<file path="src/rtl/mslope_pkg.sv">
/*
  shared constants, types and phase enumeration of the multislope sequencer.
  assumes a single ref_clk domain; analog switches are driven by plain levels.
*/
package mslope_pkg;

  // ==========================================================
  // divider and frame slots
  localparam int unsigned OSC_DIV      = 4;
  localparam int unsigned ZERO_CYC     = 246;
  localparam int unsigned SIG_CYC      = 256;
  localparam int unsigned FAST_CYC     = 512;
  localparam int unsigned SLOW_CYC     = 64;
  localparam int unsigned OVR_SLOT_CYC = 64;
  localparam int unsigned OVR_SLOTS    = 3;
  localparam int unsigned SETTLE_CYC   = 10;
  localparam int unsigned FRAME_CYC    = 1280;

  // ==========================================================
  // widths
  localparam int unsigned CNT_W    = 10;
  localparam int unsigned FAST_W   = 9;
  localparam int unsigned SLOW_W   = 6;
  localparam int unsigned OVR_W    = 8;
  localparam int unsigned RES_W    = 15;
  localparam int unsigned DIV_W    = 2;
  localparam int unsigned SLOT_W   = 2;
  localparam int unsigned PIN_N    = 5;

  // ==========================================================
  // synchronised pin positions
  localparam int unsigned PIN_COMP = 0;
  localparam int unsigned PIN_MODE = 1;
  localparam int unsigned PIN_CS   = 2;
  localparam int unsigned PIN_CEN  = 3;
  localparam int unsigned PIN_WRN  = 4;

  localparam logic [PIN_N-1:0] PIN_RST = 5'h18;

  typedef enum logic [2:0] {
    PH_IDLE,
    PH_ZERO,
    PH_SIG,
    PH_FAST,
    PH_SLOW,
    PH_OVR,
    PH_SETTLE
  } phase_t;

  typedef struct packed {
    logic null_loop;
    logic in_to_common;
    logic in_connect;
    logic neg_to_common;
    logic pos_main_cap;
    logic pos_fine_cap;
  } sw_t;

endpackage

</file>
<file path="src/rtl/tick_if.sv">
/*
  carries the divided-oscillator tick from the prescaler to the sequencer.
  assumes both ends run on ref_clk.
*/
`timescale 1ns/1ps
interface tick_if;
  logic tick;
  modport src (output tick);
  modport dst (input tick);
endinterface

</file>
<file path="src/rtl/mslope_sequencer.sv">
/*
  multislope conversion sequencer: frames, analog switch selects, result.
  assumes an oscillator pin and a comparator level, both asynchronous,
  plus host select, strobe and mode pins.
*/
`timescale 1ns/1ps
module mslope_sequencer
  import mslope_pkg::*;
(
  input  wire logic              ref_clk,
  input  wire logic              sys_rst,
  input  wire logic              clk_en,
  input  wire logic              osc_in,
  input  wire logic              comp_in,
  input  wire logic              mode_cont,
  input  wire logic              chip_sel,
  input  wire logic              chip_en_n,
  input  wire logic              start_n,
  output logic                   busy,
  output mslope_pkg::sw_t        sw,
  output logic [RES_W-1:0]       result,
  output logic                   overrange,
  output logic                   polarity,
  output logic                   data_valid
);
  import mslope_pkg::*;

  typedef struct packed {
    logic [PIN_N-1:0]  s1;
    logic [PIN_N-1:0]  s2;
    logic [PIN_N-1:0]  s3;
    logic [PIN_N-1:0]  lvl;
    logic              strobe;
    logic              pending;
    phase_t            phase;
    logic [CNT_W-1:0]  cnt;
    logic [SLOT_W-1:0] slot;
    logic              sense;
    logic              stop;
    logic              done;
    logic              pol;
    logic              ovr;
    logic [CNT_W-1:0]  fast_cnt;
    logic [SLOW_W:0]   slow_cnt;
    logic [OVR_W-1:0]  ovr_cnt;
    logic              busy;
    sw_t               sw;
    logic [RES_W-1:0]  result;
    logic              ovr_out;
    logic              pol_out;
    logic              valid;
  } seq_t;

  seq_t             st_q;
  seq_t             st_d;
  tick_if           tk ();
  logic [PIN_N-1:0] lvl_nx;
  logic [PIN_N-1:0] pins;
  logic             req;
  logic             last;
  logic             count_en;

  osc_prescaler u_pre (
    .ref_clk (ref_clk),
    .sys_rst (sys_rst),
    .clk_en  (clk_en),
    .osc_in  (osc_in),
    .tk      (tk)
  );

  // ==========================================================
  // pin filtering: a change counts once stages two and three agree
  assign pins = {start_n, chip_en_n, chip_sel, mode_cont, comp_in};

  for (genvar i = 0; i < PIN_N; i++) begin : g_pin
    assign lvl_nx[i] = (st_q.s2[i] == st_q.s3[i]) ? st_q.s3[i] : st_q.lvl[i];
  end

  assign req = st_q.lvl[PIN_CS] & ~st_q.lvl[PIN_CEN] & ~st_q.lvl[PIN_WRN];

  always_comb begin
    last = 1'b0;
    unique case (st_q.phase)
      PH_IDLE:   last = 1'b0;
      PH_ZERO:   last = st_q.cnt == CNT_W'(ZERO_CYC - 1);
      PH_SIG:    last = st_q.cnt == CNT_W'(SIG_CYC - 1);
      PH_FAST:   last = st_q.cnt == CNT_W'(FAST_CYC - 1);
      PH_SLOW:   last = st_q.cnt == CNT_W'(SLOW_CYC - 1);
      PH_OVR:    last = st_q.cnt == CNT_W'(OVR_SLOT_CYC - 1);
      PH_SETTLE: last = st_q.cnt == CNT_W'(SETTLE_CYC - 1);
    endcase
  end

  // crossing ends counting for the rest of the slot; slot itself runs out
  assign count_en = !st_q.done && !st_q.stop && (st_q.lvl[PIN_COMP] == st_q.sense);

  // ==========================================================
  // sequencing
  always_comb begin
    st_d     = st_q;
    st_d.s1  = pins;
    st_d.s2  = st_q.s1;
    st_d.s3  = st_q.s2;
    st_d.lvl = lvl_nx;
    st_d.strobe = req;
    // a strobe arriving outside PH_IDLE is dropped; one frame per strobe
    if (req && !st_q.strobe && !st_q.lvl[PIN_MODE] && st_q.phase == PH_IDLE) begin
      st_d.pending = 1'b1;
    end
    if (tk.tick) begin
      st_d.cnt = st_q.cnt + 1'b1;
      if (st_q.phase != PH_IDLE && !last) begin
        unique case (st_q.phase)
          PH_FAST: if (count_en) st_d.fast_cnt = st_q.fast_cnt + 1'b1;
          PH_SLOW: if (count_en) st_d.slow_cnt = st_q.slow_cnt + 1'b1;
          PH_OVR:  if (count_en) st_d.ovr_cnt = st_q.ovr_cnt + 1'b1;
          default: ;
        endcase
        if ((st_q.phase == PH_FAST || st_q.phase == PH_SLOW || st_q.phase == PH_OVR)
            && !count_en && !st_q.done) begin
          st_d.stop = 1'b1;
          if (st_q.phase != PH_FAST) begin
            st_d.done = 1'b1;
          end
        end
      end
      if (last || st_q.phase == PH_IDLE) begin
        st_d.cnt   = '0;
        st_d.stop  = 1'b0;
        st_d.sense = st_q.lvl[PIN_COMP];
      end
      unique case (st_q.phase)
        PH_IDLE: begin
          if (st_q.pending || st_q.lvl[PIN_MODE]) begin
            st_d.phase   = PH_ZERO;
            st_d.pending = 1'b0;
          end
        end
        PH_ZERO: if (last) st_d.phase = PH_SIG;
        PH_SIG: begin
          if (last) begin
            st_d.phase    = PH_FAST;
            st_d.pol      = st_q.lvl[PIN_COMP];
            st_d.fast_cnt = '0;
            st_d.slow_cnt = '0;
            st_d.ovr_cnt  = '0;
            st_d.done     = 1'b0;
            st_d.ovr      = 1'b0;
          end
        end
        PH_FAST: if (last) st_d.phase = PH_SLOW;
        PH_SLOW: begin
          if (last) begin
            st_d.phase = PH_OVR;
            st_d.slot  = '0;
            // still short of zero after the slow part: beyond full scale
            if (!st_q.done) begin
              st_d.ovr = 1'b1;
            end
          end
        end
        PH_OVR: begin
          if (last) begin
            st_d.slot = st_q.slot + 1'b1;
            if (st_q.slot == SLOT_W'(OVR_SLOTS - 1)) begin
              st_d.phase = PH_SETTLE;
            end
          end
        end
        PH_SETTLE: begin
          if (last) begin
            st_d.phase   = st_q.lvl[PIN_MODE] ? PH_ZERO : PH_IDLE;
            st_d.ovr_out = st_q.ovr;
            st_d.pol_out = st_q.pol;
            st_d.valid   = 1'b1;
            if (st_q.ovr) begin
              st_d.result = RES_W'(st_q.ovr_cnt);
            end else begin
              st_d.result = {st_q.fast_cnt[FAST_W-1:0], st_q.slow_cnt[SLOW_W-1:0]};
            end
          end
        end
      endcase
    end
    st_d.busy = st_d.phase inside {PH_FAST, PH_SLOW, PH_OVR, PH_SETTLE};
    // only a start from idle clears valid: back-to-back frames keep valid high
    if (st_d.phase == PH_ZERO && st_q.phase == PH_IDLE) begin
      st_d.valid = 1'b0;
    end
    st_d.sw = '0;
    unique case (st_d.phase)
      PH_IDLE, PH_ZERO: begin
        st_d.sw.null_loop    = 1'b1;
        st_d.sw.in_to_common = 1'b1;
      end
      PH_SIG:  st_d.sw.in_connect = 1'b1;
      PH_FAST: begin
        st_d.sw.neg_to_common = 1'b1;
        st_d.sw.pos_main_cap  = 1'b1;
      end
      PH_SLOW, PH_OVR: begin
        st_d.sw.neg_to_common = 1'b1;
        st_d.sw.pos_fine_cap  = 1'b1;
      end
      PH_SETTLE: st_d.sw.in_to_common = 1'b1;
    endcase
  end

  always_ff @(posedge ref_clk or posedge sys_rst) begin
    if (sys_rst) begin
      st_q       <= '0;
      st_q.s1    <= PIN_RST;
      st_q.s2    <= PIN_RST;
      st_q.s3    <= PIN_RST;
      st_q.lvl   <= PIN_RST;
      st_q.phase <= PH_IDLE;
      st_q.sw    <= '{null_loop: 1'b1, in_to_common: 1'b1, default: 1'b0};
    end else if (clk_en) begin
      st_q <= st_d;
    end
  end

  assign busy       = st_q.busy;
  assign sw         = st_q.sw;
  assign result     = st_q.result;
  assign overrange  = st_q.ovr_out;
  assign polarity   = st_q.pol_out;
  assign data_valid = st_q.valid;

endmodule

</file>
<file path="src/rtl/osc_prescaler.sv">
/*
  oscillator prescaler: synchronises the oscillator pin and emits one
  ref_clk pulse per OSC_DIV accepted rising edges.
  assumes the oscillator is well below ref_clk/3.
*/
`timescale 1ns/1ps
module osc_prescaler
  import mslope_pkg::*;
(
  input  wire logic ref_clk,
  input  wire logic sys_rst,
  input  wire logic clk_en,
  input  wire logic osc_in,
  tick_if.src       tk
);

  typedef struct packed {
    logic             s1;
    logic             s2;
    logic             s3;
    logic             lvl;
    logic [DIV_W-1:0] div;
    logic             tick;
  } pre_t;

  pre_t st_q;
  pre_t st_d;

  // ==========================================================
  // divide by four on filtered rising edges
  always_comb begin
    st_d      = st_q;
    st_d.s1   = osc_in;
    st_d.s2   = st_q.s1;
    st_d.s3   = st_q.s2;
    st_d.tick = 1'b0;
    if (st_q.s2 == st_q.s3) begin
      st_d.lvl = st_q.s3;
      if (st_q.s3 && !st_q.lvl) begin
        st_d.div = st_q.div + 1'b1;
        if (st_q.div == DIV_W'(OSC_DIV - 1)) begin
          st_d.tick = 1'b1;
        end
      end
    end
  end

  always_ff @(posedge ref_clk or posedge sys_rst) begin
    if (sys_rst) begin
      st_q <= '0;
    end else if (clk_en) begin
      st_q <= st_d;
    end
  end

  // tick held low while frozen so nothing counts twice
  assign tk.tick = st_q.tick & clk_en;

endmodule

</file>
<file path="config.mk">
export PLATFORM = sky130hd
export DESIGN_NAME = mslope_sequencer
export DESIGN_NICKNAME = d
export VERILOG_FILES = /design/src/rtl/mslope_pkg.sv /design/src/rtl/tick_if.sv /design/src/rtl/mslope_sequencer.sv /design/src/rtl/osc_prescaler.sv
export SDC_FILE = /design/constraint.sdc
export NUM_CORES = 1
export LEC_CHECK = 0
export ABC_AREA = 1
export BUFFER_PORTS_ARGS = -buffer_cell sky130_fd_sc_hd__buf_4
export CORE_UTILIZATION = 60
export DETAILED_ROUTE_END_ITERATION = 6
export PLACE_DENSITY_LB_ADDON = 0.3
export SYNTH_ARGS = -nofsm -noshare
export SYNTH_HDL_FRONTEND = slang
export SYNTH_SLANG_ARGS = --single-unit
</file>
<file path="constraint.sdc">
create_clock -name ref_clk -period 7.95 [get_ports ref_clk]
set_clock_uncertainty 0.15 [all_clocks]
set_input_delay 0 -clock ref_clk [delete_from_list [all_inputs] [get_ports ref_clk]]
set_output_delay 0 -clock ref_clk [all_outputs]
set_load 0.005 [all_outputs]
</file>
==> results of run 1 <==
[layer usage]
metal,GRT usage,routed length [µm],vias to the layer above
met5,0,0,-
met4,0.0731,131,0
met3,0.0455,318,11
met2,0.490,5490,96
met1,0.326,4700,1955
li1,-,-,1992
[stage by stage]
stage,util,cells,setup slack (ps)
floorplan,-,599,5280
global placement,0.637,705,5460
detailed placement,0.637,705,5370
CTS,0.682,740,5330
global route,0.682,740,5120
finish,0.682,740,5330
[timing repair]
item | in CTS | in global routing
resized for setup | 0 | 0
hold buffers | 19 | 0
hold endpoints to repair | 68 | 0
buffers inserted | 0 | 0
[logic make-up after synthesis]
group | count (synthesis) | share of synthesized area
AND/OR/NAND/NOR | 275 | 0.262
buffers and inverters | 105 | 0.0983
AO/OA/AOI/OAI | 101 | 0.113
flip-flops | 97 | 0.485
XOR/XNOR | 14 | 0.0244
adder cells (fa/ha/maj) | 6 | 0.0149
multiplexers | 1 | 0.00224
[registers in the layout, indices dropped and copies added (netlist names)]
| name | flops |
|---|---|
| st_q | 55 |
| result | 15 |
| st_d | 10 |
| sw | 6 |
| u_pre.st_q | 5 |
| u_pre.st_d | 2 |
| busy | 1 |
| data_valid | 1 |
| overrange | 1 |
| polarity | 1 |
[report_power, final]
part | total [W] | switching (W) | internal, W | leakage [nW]
sequential | 0.000572 | 0.0000336 | 0.000539 | 1.16
clock | 0.000302 | 0.000177 | 0.000125 | 0.0903
combinational | 0.000147 | 0.0000890 | 0.0000579 | 1.56
total | 0.00102 | 0.000300 | 0.000722 | 2.81
[worst paths after layout]
| path | start | end | cells after the start |
|---|---|---|---|
| min in group ref_clk | st_q[71]$_DFFE_PP0P_ | st_q[70]$_DFFE_PP0P_ | 1 |
| worst min-delay path | sys_rst | st_q[47]$_DFFE_PP0P_ | 3 |
| worst min register to register | st_q[71]$_DFFE_PP0P_ | st_q[70]$_DFFE_PP0P_ | 1 |
| worst max-delay path | st_q[68]$_DFFE_PP0P_ | overrange$_DFFE_PP0P_ | 15 |
| max in group asynchronous | sys_rst | u_pre.st_q[2]$_DFFE_PP0P_ | 4 |
| worst max register to register | st_q[68]$_DFFE_PP0P_ | overrange$_DFFE_PP0P_ | 15 |
[cell type report]
| class | count | area [µm²] | share of cell area |
|---|---|---|---|
| sequential | 97 | 2440 | 0.438 |
| multi-input combinational | 397 | 2090 | 0.375 |
| timing repair buffer | 54 | 453 | 0.0813 |
| inverter | 71 | 278 | 0.0498 |
| clock buffer | 11 | 141 | 0.0254 |
| tap | 105 | 131 | 0.0236 |
| clock inverter | 5 | 38.8 | 0.00696 |
[placed cells by master (no fill, tap or decap), types with 2 or more instances in the layout]
master	count
nor2_1	53
inv_6	3
ha_1	6
o21ai_1	8
o211ai_1	3
clkinv_2	2
nor3b_1	3
o21a_1	3
dfrtp_1	87
nor2_4	5
nor2_2	3
nor3_2	3
nor3_1	13
dfstp_2	10
o31ai_1	4
nand4_1	12
inv_4	2
nand2_2	9
xnor2_1	3
a22o_1	2
o21ai_0	55
nand3_2	3
a21oi_1	19
inv_2	6
nand2_4	3
buf_4	35
clkbuf_8	10
dlygate4sd3_1	19
nand3_1	26
nor4_1	3
xor2_1	11
inv_1	61
nand2_1	133
[critical path: stages (launching register included)]
cell and delay (ps):
dfrtp_1 620, nand2_2 160, nand2_2 110, nand2_1 50, nand2_1 90, nand2_1 100
nor2_4 140, nand2_4 80, inv_4 80, nand2_4 80, nor2_4 120, nand2_2 260
inv_2 210, nand2_2 120, o21ai_0 100, inv_1 60
==> results.ini, run 1 <==
[power]
power.total_w=0.00102
p_leak_nw=2.81
powerDensity_mw_per_mm2=183
ir_drop_mv=0.132

[timing]
maxSlewHeadroom=0.388
setup-violations-final=0
finalCritPeriodShare=0.330
tns_ps=0
slew_viol_final=0
worst_slew_pin_slew_ps=916
fmax_mhz=382
final-hold-violation-count=0
rsz0062_at_grt=false
min_period_ps=2620
fin_hold_ws_ps=159

[clock_network]
cts_tree=done
cts.sinks=97
worstSkewPairLatency_ps=370
cts_buffer_depth=2
clk_pin_slew_ps=100
htreeDepth=3
cts_made_buffers=9
clockRootBuffer=clkbuf_8

[synthesis]
synth-edff-count=0
syn_area_mm2=0.00503
synth.yosys.seq_area_share=0.485
netlist_instances=599
ys_ff_latch=97
netlist.area_leader.share=0.433
synthArstFlopShare=1.00
synth_area_leaders=dfrtp_1 43%, nand2_1 9.9%, o21ai_0 5.5%
syn_nets=614
yosys.area.top_type=dfrtp_1
syn-mean-instance-area_um2=8.39
ys.warnings.count=0
yosysMostFrequentCell=nand2_1
synth_cell_types=46
synth_common_cells=133 x nand2_1, 87 x dfrtp_1, 62 x inv_1
dominantRegCellSynth=dfrtp_1

[routing]
vias_per_cell=5.48
drt_iter0_markers=233
drt_pass1_iterations=5
wl_mm=10.6
drc=0
ant_nets=0
via_count=4054
wl_per_cell_um=14.4

[placed_design]
port_buffers=33
placed_area_mm2=0.00520
hpwlAfterDp_mm=7.58
globalplace.congestion=0.918

[final_layout]
fin_area_mm2=0.00557
drive_gt1_frac=0.164
nFillCells=672
area_growth_pct=10.9
layout.nets=645
diodes=0

[run_status]
status=complete, no violations

[worst_setup_path]
cp.required_ps=8070
critPathCaptureType=flop
crit_type=reg -> reg
worst_setup_path_start_kind=flop
rrSetupSlack_ps=5330
critPathArrivalTime_ps=2740
path_max_fanout=25

[die]
io-pin-count=34
die_area_mm2=0.00875
start_util=0.615
core-area_mm2=0.00818
die_h_um=93.5
rows=33
die_w_um=93.5

[global_routing]
gr-usage-all-layers=0.269
grt_pass1_wl_mm=18.4
antenna_found_initial=0
grt_max_degree=51
gr-total-overflow=0
grt_pass1_vias=4060

[worst_hold_path]
hp-class=in -> async

[flow_run]
maxCapViolCount=0

Note: power is estimated with default switching activity, not from simulation.
==> inputs of run 2 (changes only) <==
--- a/config.mk
+++ b/config.mk
@@ -5,7 +5,7 @@
 export SDC_FILE = /design/constraint.sdc
 export NUM_CORES = 1
 export LEC_CHECK = 0
-export ABC_AREA = 1
+export ABC_AREA = 0
 export BUFFER_PORTS_ARGS = -buffer_cell sky130_fd_sc_hd__buf_4
 export CORE_UTILIZATION = 60
 export DETAILED_ROUTE_END_ITERATION = 6
==> constraint.sdc (replaced) <==
create_clock -name ref_clk -period 2.49 [get_ports ref_clk]
set_clock_uncertainty 0.15 [all_clocks]
set_input_delay 0 -clock ref_clk [delete_from_list [all_inputs] [get_ports ref_clk]]
set_output_delay 0 -clock ref_clk [all_outputs]
set_load 0.005 [all_outputs]
==> run 2 against run 1 <==
Compared with the run above:
- register-to-register slack lost 5300 ps
- worst hold slack worse by 150 ps
- clock-buffer cell count fell by 1
- first-iteration DRC count fell by 39%
- critical path type unchanged
- sequential power grew to 3.2 times the previous value
- area after synthesis is 1.8% lower
- non-clock buffer count increased by 15
- die area decreased by 1.7%
- final cell count shrank 16%
==> results.ini, run 2 <==
[run_status]
status=complete, no violations

[worst_setup_path]
critical-path-top-delay-family=simple AND/OR/NAND/NOR gates
rrSetupSlack_ps=2
crit_type=reg -> reg
critPathBufInv=1
worst_setup_path_start_kind=flop
slowest_stage=dfrtp_2
path_max_fanout=9
critPathArrivalTime_ps=2600
cp.required_ps=2600
critical_path.max_stage_delay_ps=480
crit_chain=or4_1 -> o22ai_1 -> or3_1 -> and2_4 -> nand2_2 -> or2_4 -> buf_12 -> mux2_4
critPathCaptureType=flop

[routing]
wl_per_cell_um=14.8
met3WireLength_um=221
vias_per_cell=5.59
wl_mm=9.21
met1Wirelength_mm=4.32
ant_nets=0
drc=0
drt_iter0_markers=142
via_count=3479
routed-wl-met2_mm=4.54
drt_pass1_iterations=4
dr.max_layer_used=met4

[clock_network]
worstSkewPairLatency_ps=370
htreeDepth=3
cts_buffer_depth=2
cts.sinks=97
clk_pin_slew_ps=100
cts_made_buffers=9
clockRootBuffer=clkbuf_8
cts_tree=done

[global_routing]
gr-usage-all-layers=0.227
grt_pass1_vias=3460
grt_pass1_wl_mm=15.6
antenna_found_initial=0
grt_max_degree=68
gr-total-overflow=0

[die]
rows=32
die_w_um=92.7
io-pin-count=34
core-area_mm2=0.00785
die_area_mm2=0.00860
start_util=0.629
die_h_um=92.7

[synthesis]
syn_nets=493
synth-edff-count=0
synth_top_family_by_area=simple AND/OR/NAND/NOR gates
yosys.area_share.simple=0.164
yosysMostFrequentCell=dfrtp_1
dominantRegCellSynth=dfrtp_1
synthArstFlopShare=1.00
ys.warnings.count=0
syn_area_mm2=0.00494
synth_cell_types=55
synth.yosys.seq_area_share=0.494
yosys.area.top_type=dfrtp_1
synth_common_cells=87 x dfrtp_1, 50 x nor2_1, 37 x nand2_1
synth_xor_area_frac=0.0550
synth_fa_ha_area_frac=0.0152
ys_ff_latch=97
netlist.area_leader.share=0.441
synthMuxAreaShare=0.109
netlist_instances=478
syn-mean-instance-area_um2=10.3
synth_compound_area_frac=0.0895
synth_area_leaders=dfrtp_1 44%, mux2_2 7.8%, dfstp_2 5.3%

[placed_design]
hpwlAfterDp_mm=6.04
dp.cells=597
port_buffers=33
globalplace.congestion=0.887

[timing]
fmax_mhz=402
finalCritPeriodShare=0.999
maxSlewHeadroom=0.527
final-hold-violation-count=0
setup-violations-final=0
min_period_ps=2490
rsz0062_at_grt=true
slew_viol_final=0
worst_slew_pin_slew_ps=709

[power]
ir_drop_mv=0.369
powerDensity_mw_per_mm2=555
p_leak_nw=2.72

[flow_run]
maxCapViolCount=0

[final_layout]
fin_cells=622
area_growth_pct=14.2
drive_gt1_frac=0.300
top_register=st_q
largest_reg_flops=55
diodes=0
layout.nets=530
post-route-util=0.718
final_common_cell=dfrtp_1
mostFrequentLayoutCells=86 x dfrtp_1, 57 x buf_4, 50 x nor2_1, 37 x nand2_1, 33 x mux2_2

[worst_hold_path]
hp-class=in -> reg

## run 2: changes by cell type after synthesis, sizes merged, moves of 8 or more
cell and delta:
and3 +8, inv -54, mux2 +42, nand2 -107, nand3 -19, nor2 -11
nor2b +8, o21ai -35, xor2 +11
## run 2: per-layer routing
metal | vias to the layer above | track usage
li1 | 1696 | -
met1 | 1715 | 0.291
met2 | 54 | 0.393
met3 | 14 | 0.0337
met4 | 0 | 0.0833
met5 | - | 0
## run 2: worst reg2reg max path: cells and delay by family (launching register included)
kind                   cells  cell delay (ps)
AO/OA/AOI/OAI              1              150
buffers and inverters      1              160
flip-flops                 1              480
multiplexers               1              300
AND/OR/NAND/NOR            5             1150
## run 2: per-stage QoR
step	total power [W]	area, µm²	hold WS [ps]	setup TNS [ps]	setup WS [ps]
after global routing	0.00327	5640	39.2	-725	-46.8
after floorplan	0.00203	4970	1.70	-1860	-182
final	0.00313	5640	11.3	0	1.75
after detailed placement	0.00214	5280	1.81	-20.0	-6.27
after global placement	0.00211	5280	-10.7	0	59.0
after CTS	0.00315	5540	4.04	0	8.66
## run 2: where the power goes
group / switching, W / internal (W)
clock network: 0.000594 / 0.000414
registers: 0.0000932 / 0.00171
logic: 0.000166 / 0.000148
total: 0.000853 / 0.00227
## run 2: worst paths after layout
kind	from	to	depth (start not counted)
setup / recovery	st_q[68]$_DFFE_PP0P_	result[2]$_DFFE_PP0P_	8
hold / removal	clk_en	sw[3]$_DFFE_PP0P_	4
setup reg to reg	st_q[68]$_DFFE_PP0P_	result[2]$_DFFE_PP0P_	8
hold reg to reg	st_q[71]$_DFFE_PP0P_	st_q[70]$_DFFE_PP0P_	1
max in group asynchronous	sys_rst	st_q[75]$_DFFE_PP1P_	4
min in group asynchronous	sys_rst	result[2]$_DFFE_PP0P_	3
## run 2: cell families (layout without fill, tap and decap cells)
family / count (synthesis) / in the layout
buffers and inverters: 61 / 103
flip-flops: 97 / 97
multiplexers: 45 / 45
AND/OR/NAND/NOR: 164 / 164
adder cells (fa/ha/maj): 6 / 6
AO/OA/AOI/OAI: 74 / 74
XOR/XNOR: 31 / 31
## run 2: final cells by class
type	count	area (µm²)
timing repair buffer	69	586
tap	102	128
clock buffer	10	138
multi-input combinational	320	2220
sequential	97	2440
clock inverter	6	56.3
inverter	18	71.3
fill	578	2210
## run 2: timing repair
item,4_1_cts,5_1_grt
buffers inserted,0,1
cloned,0,1
hold buffers,7,0
pin swaps,0,4
gates resized for setup,1,16
hold endpoints to repair,36,0
setup endpoints to repair,10,45
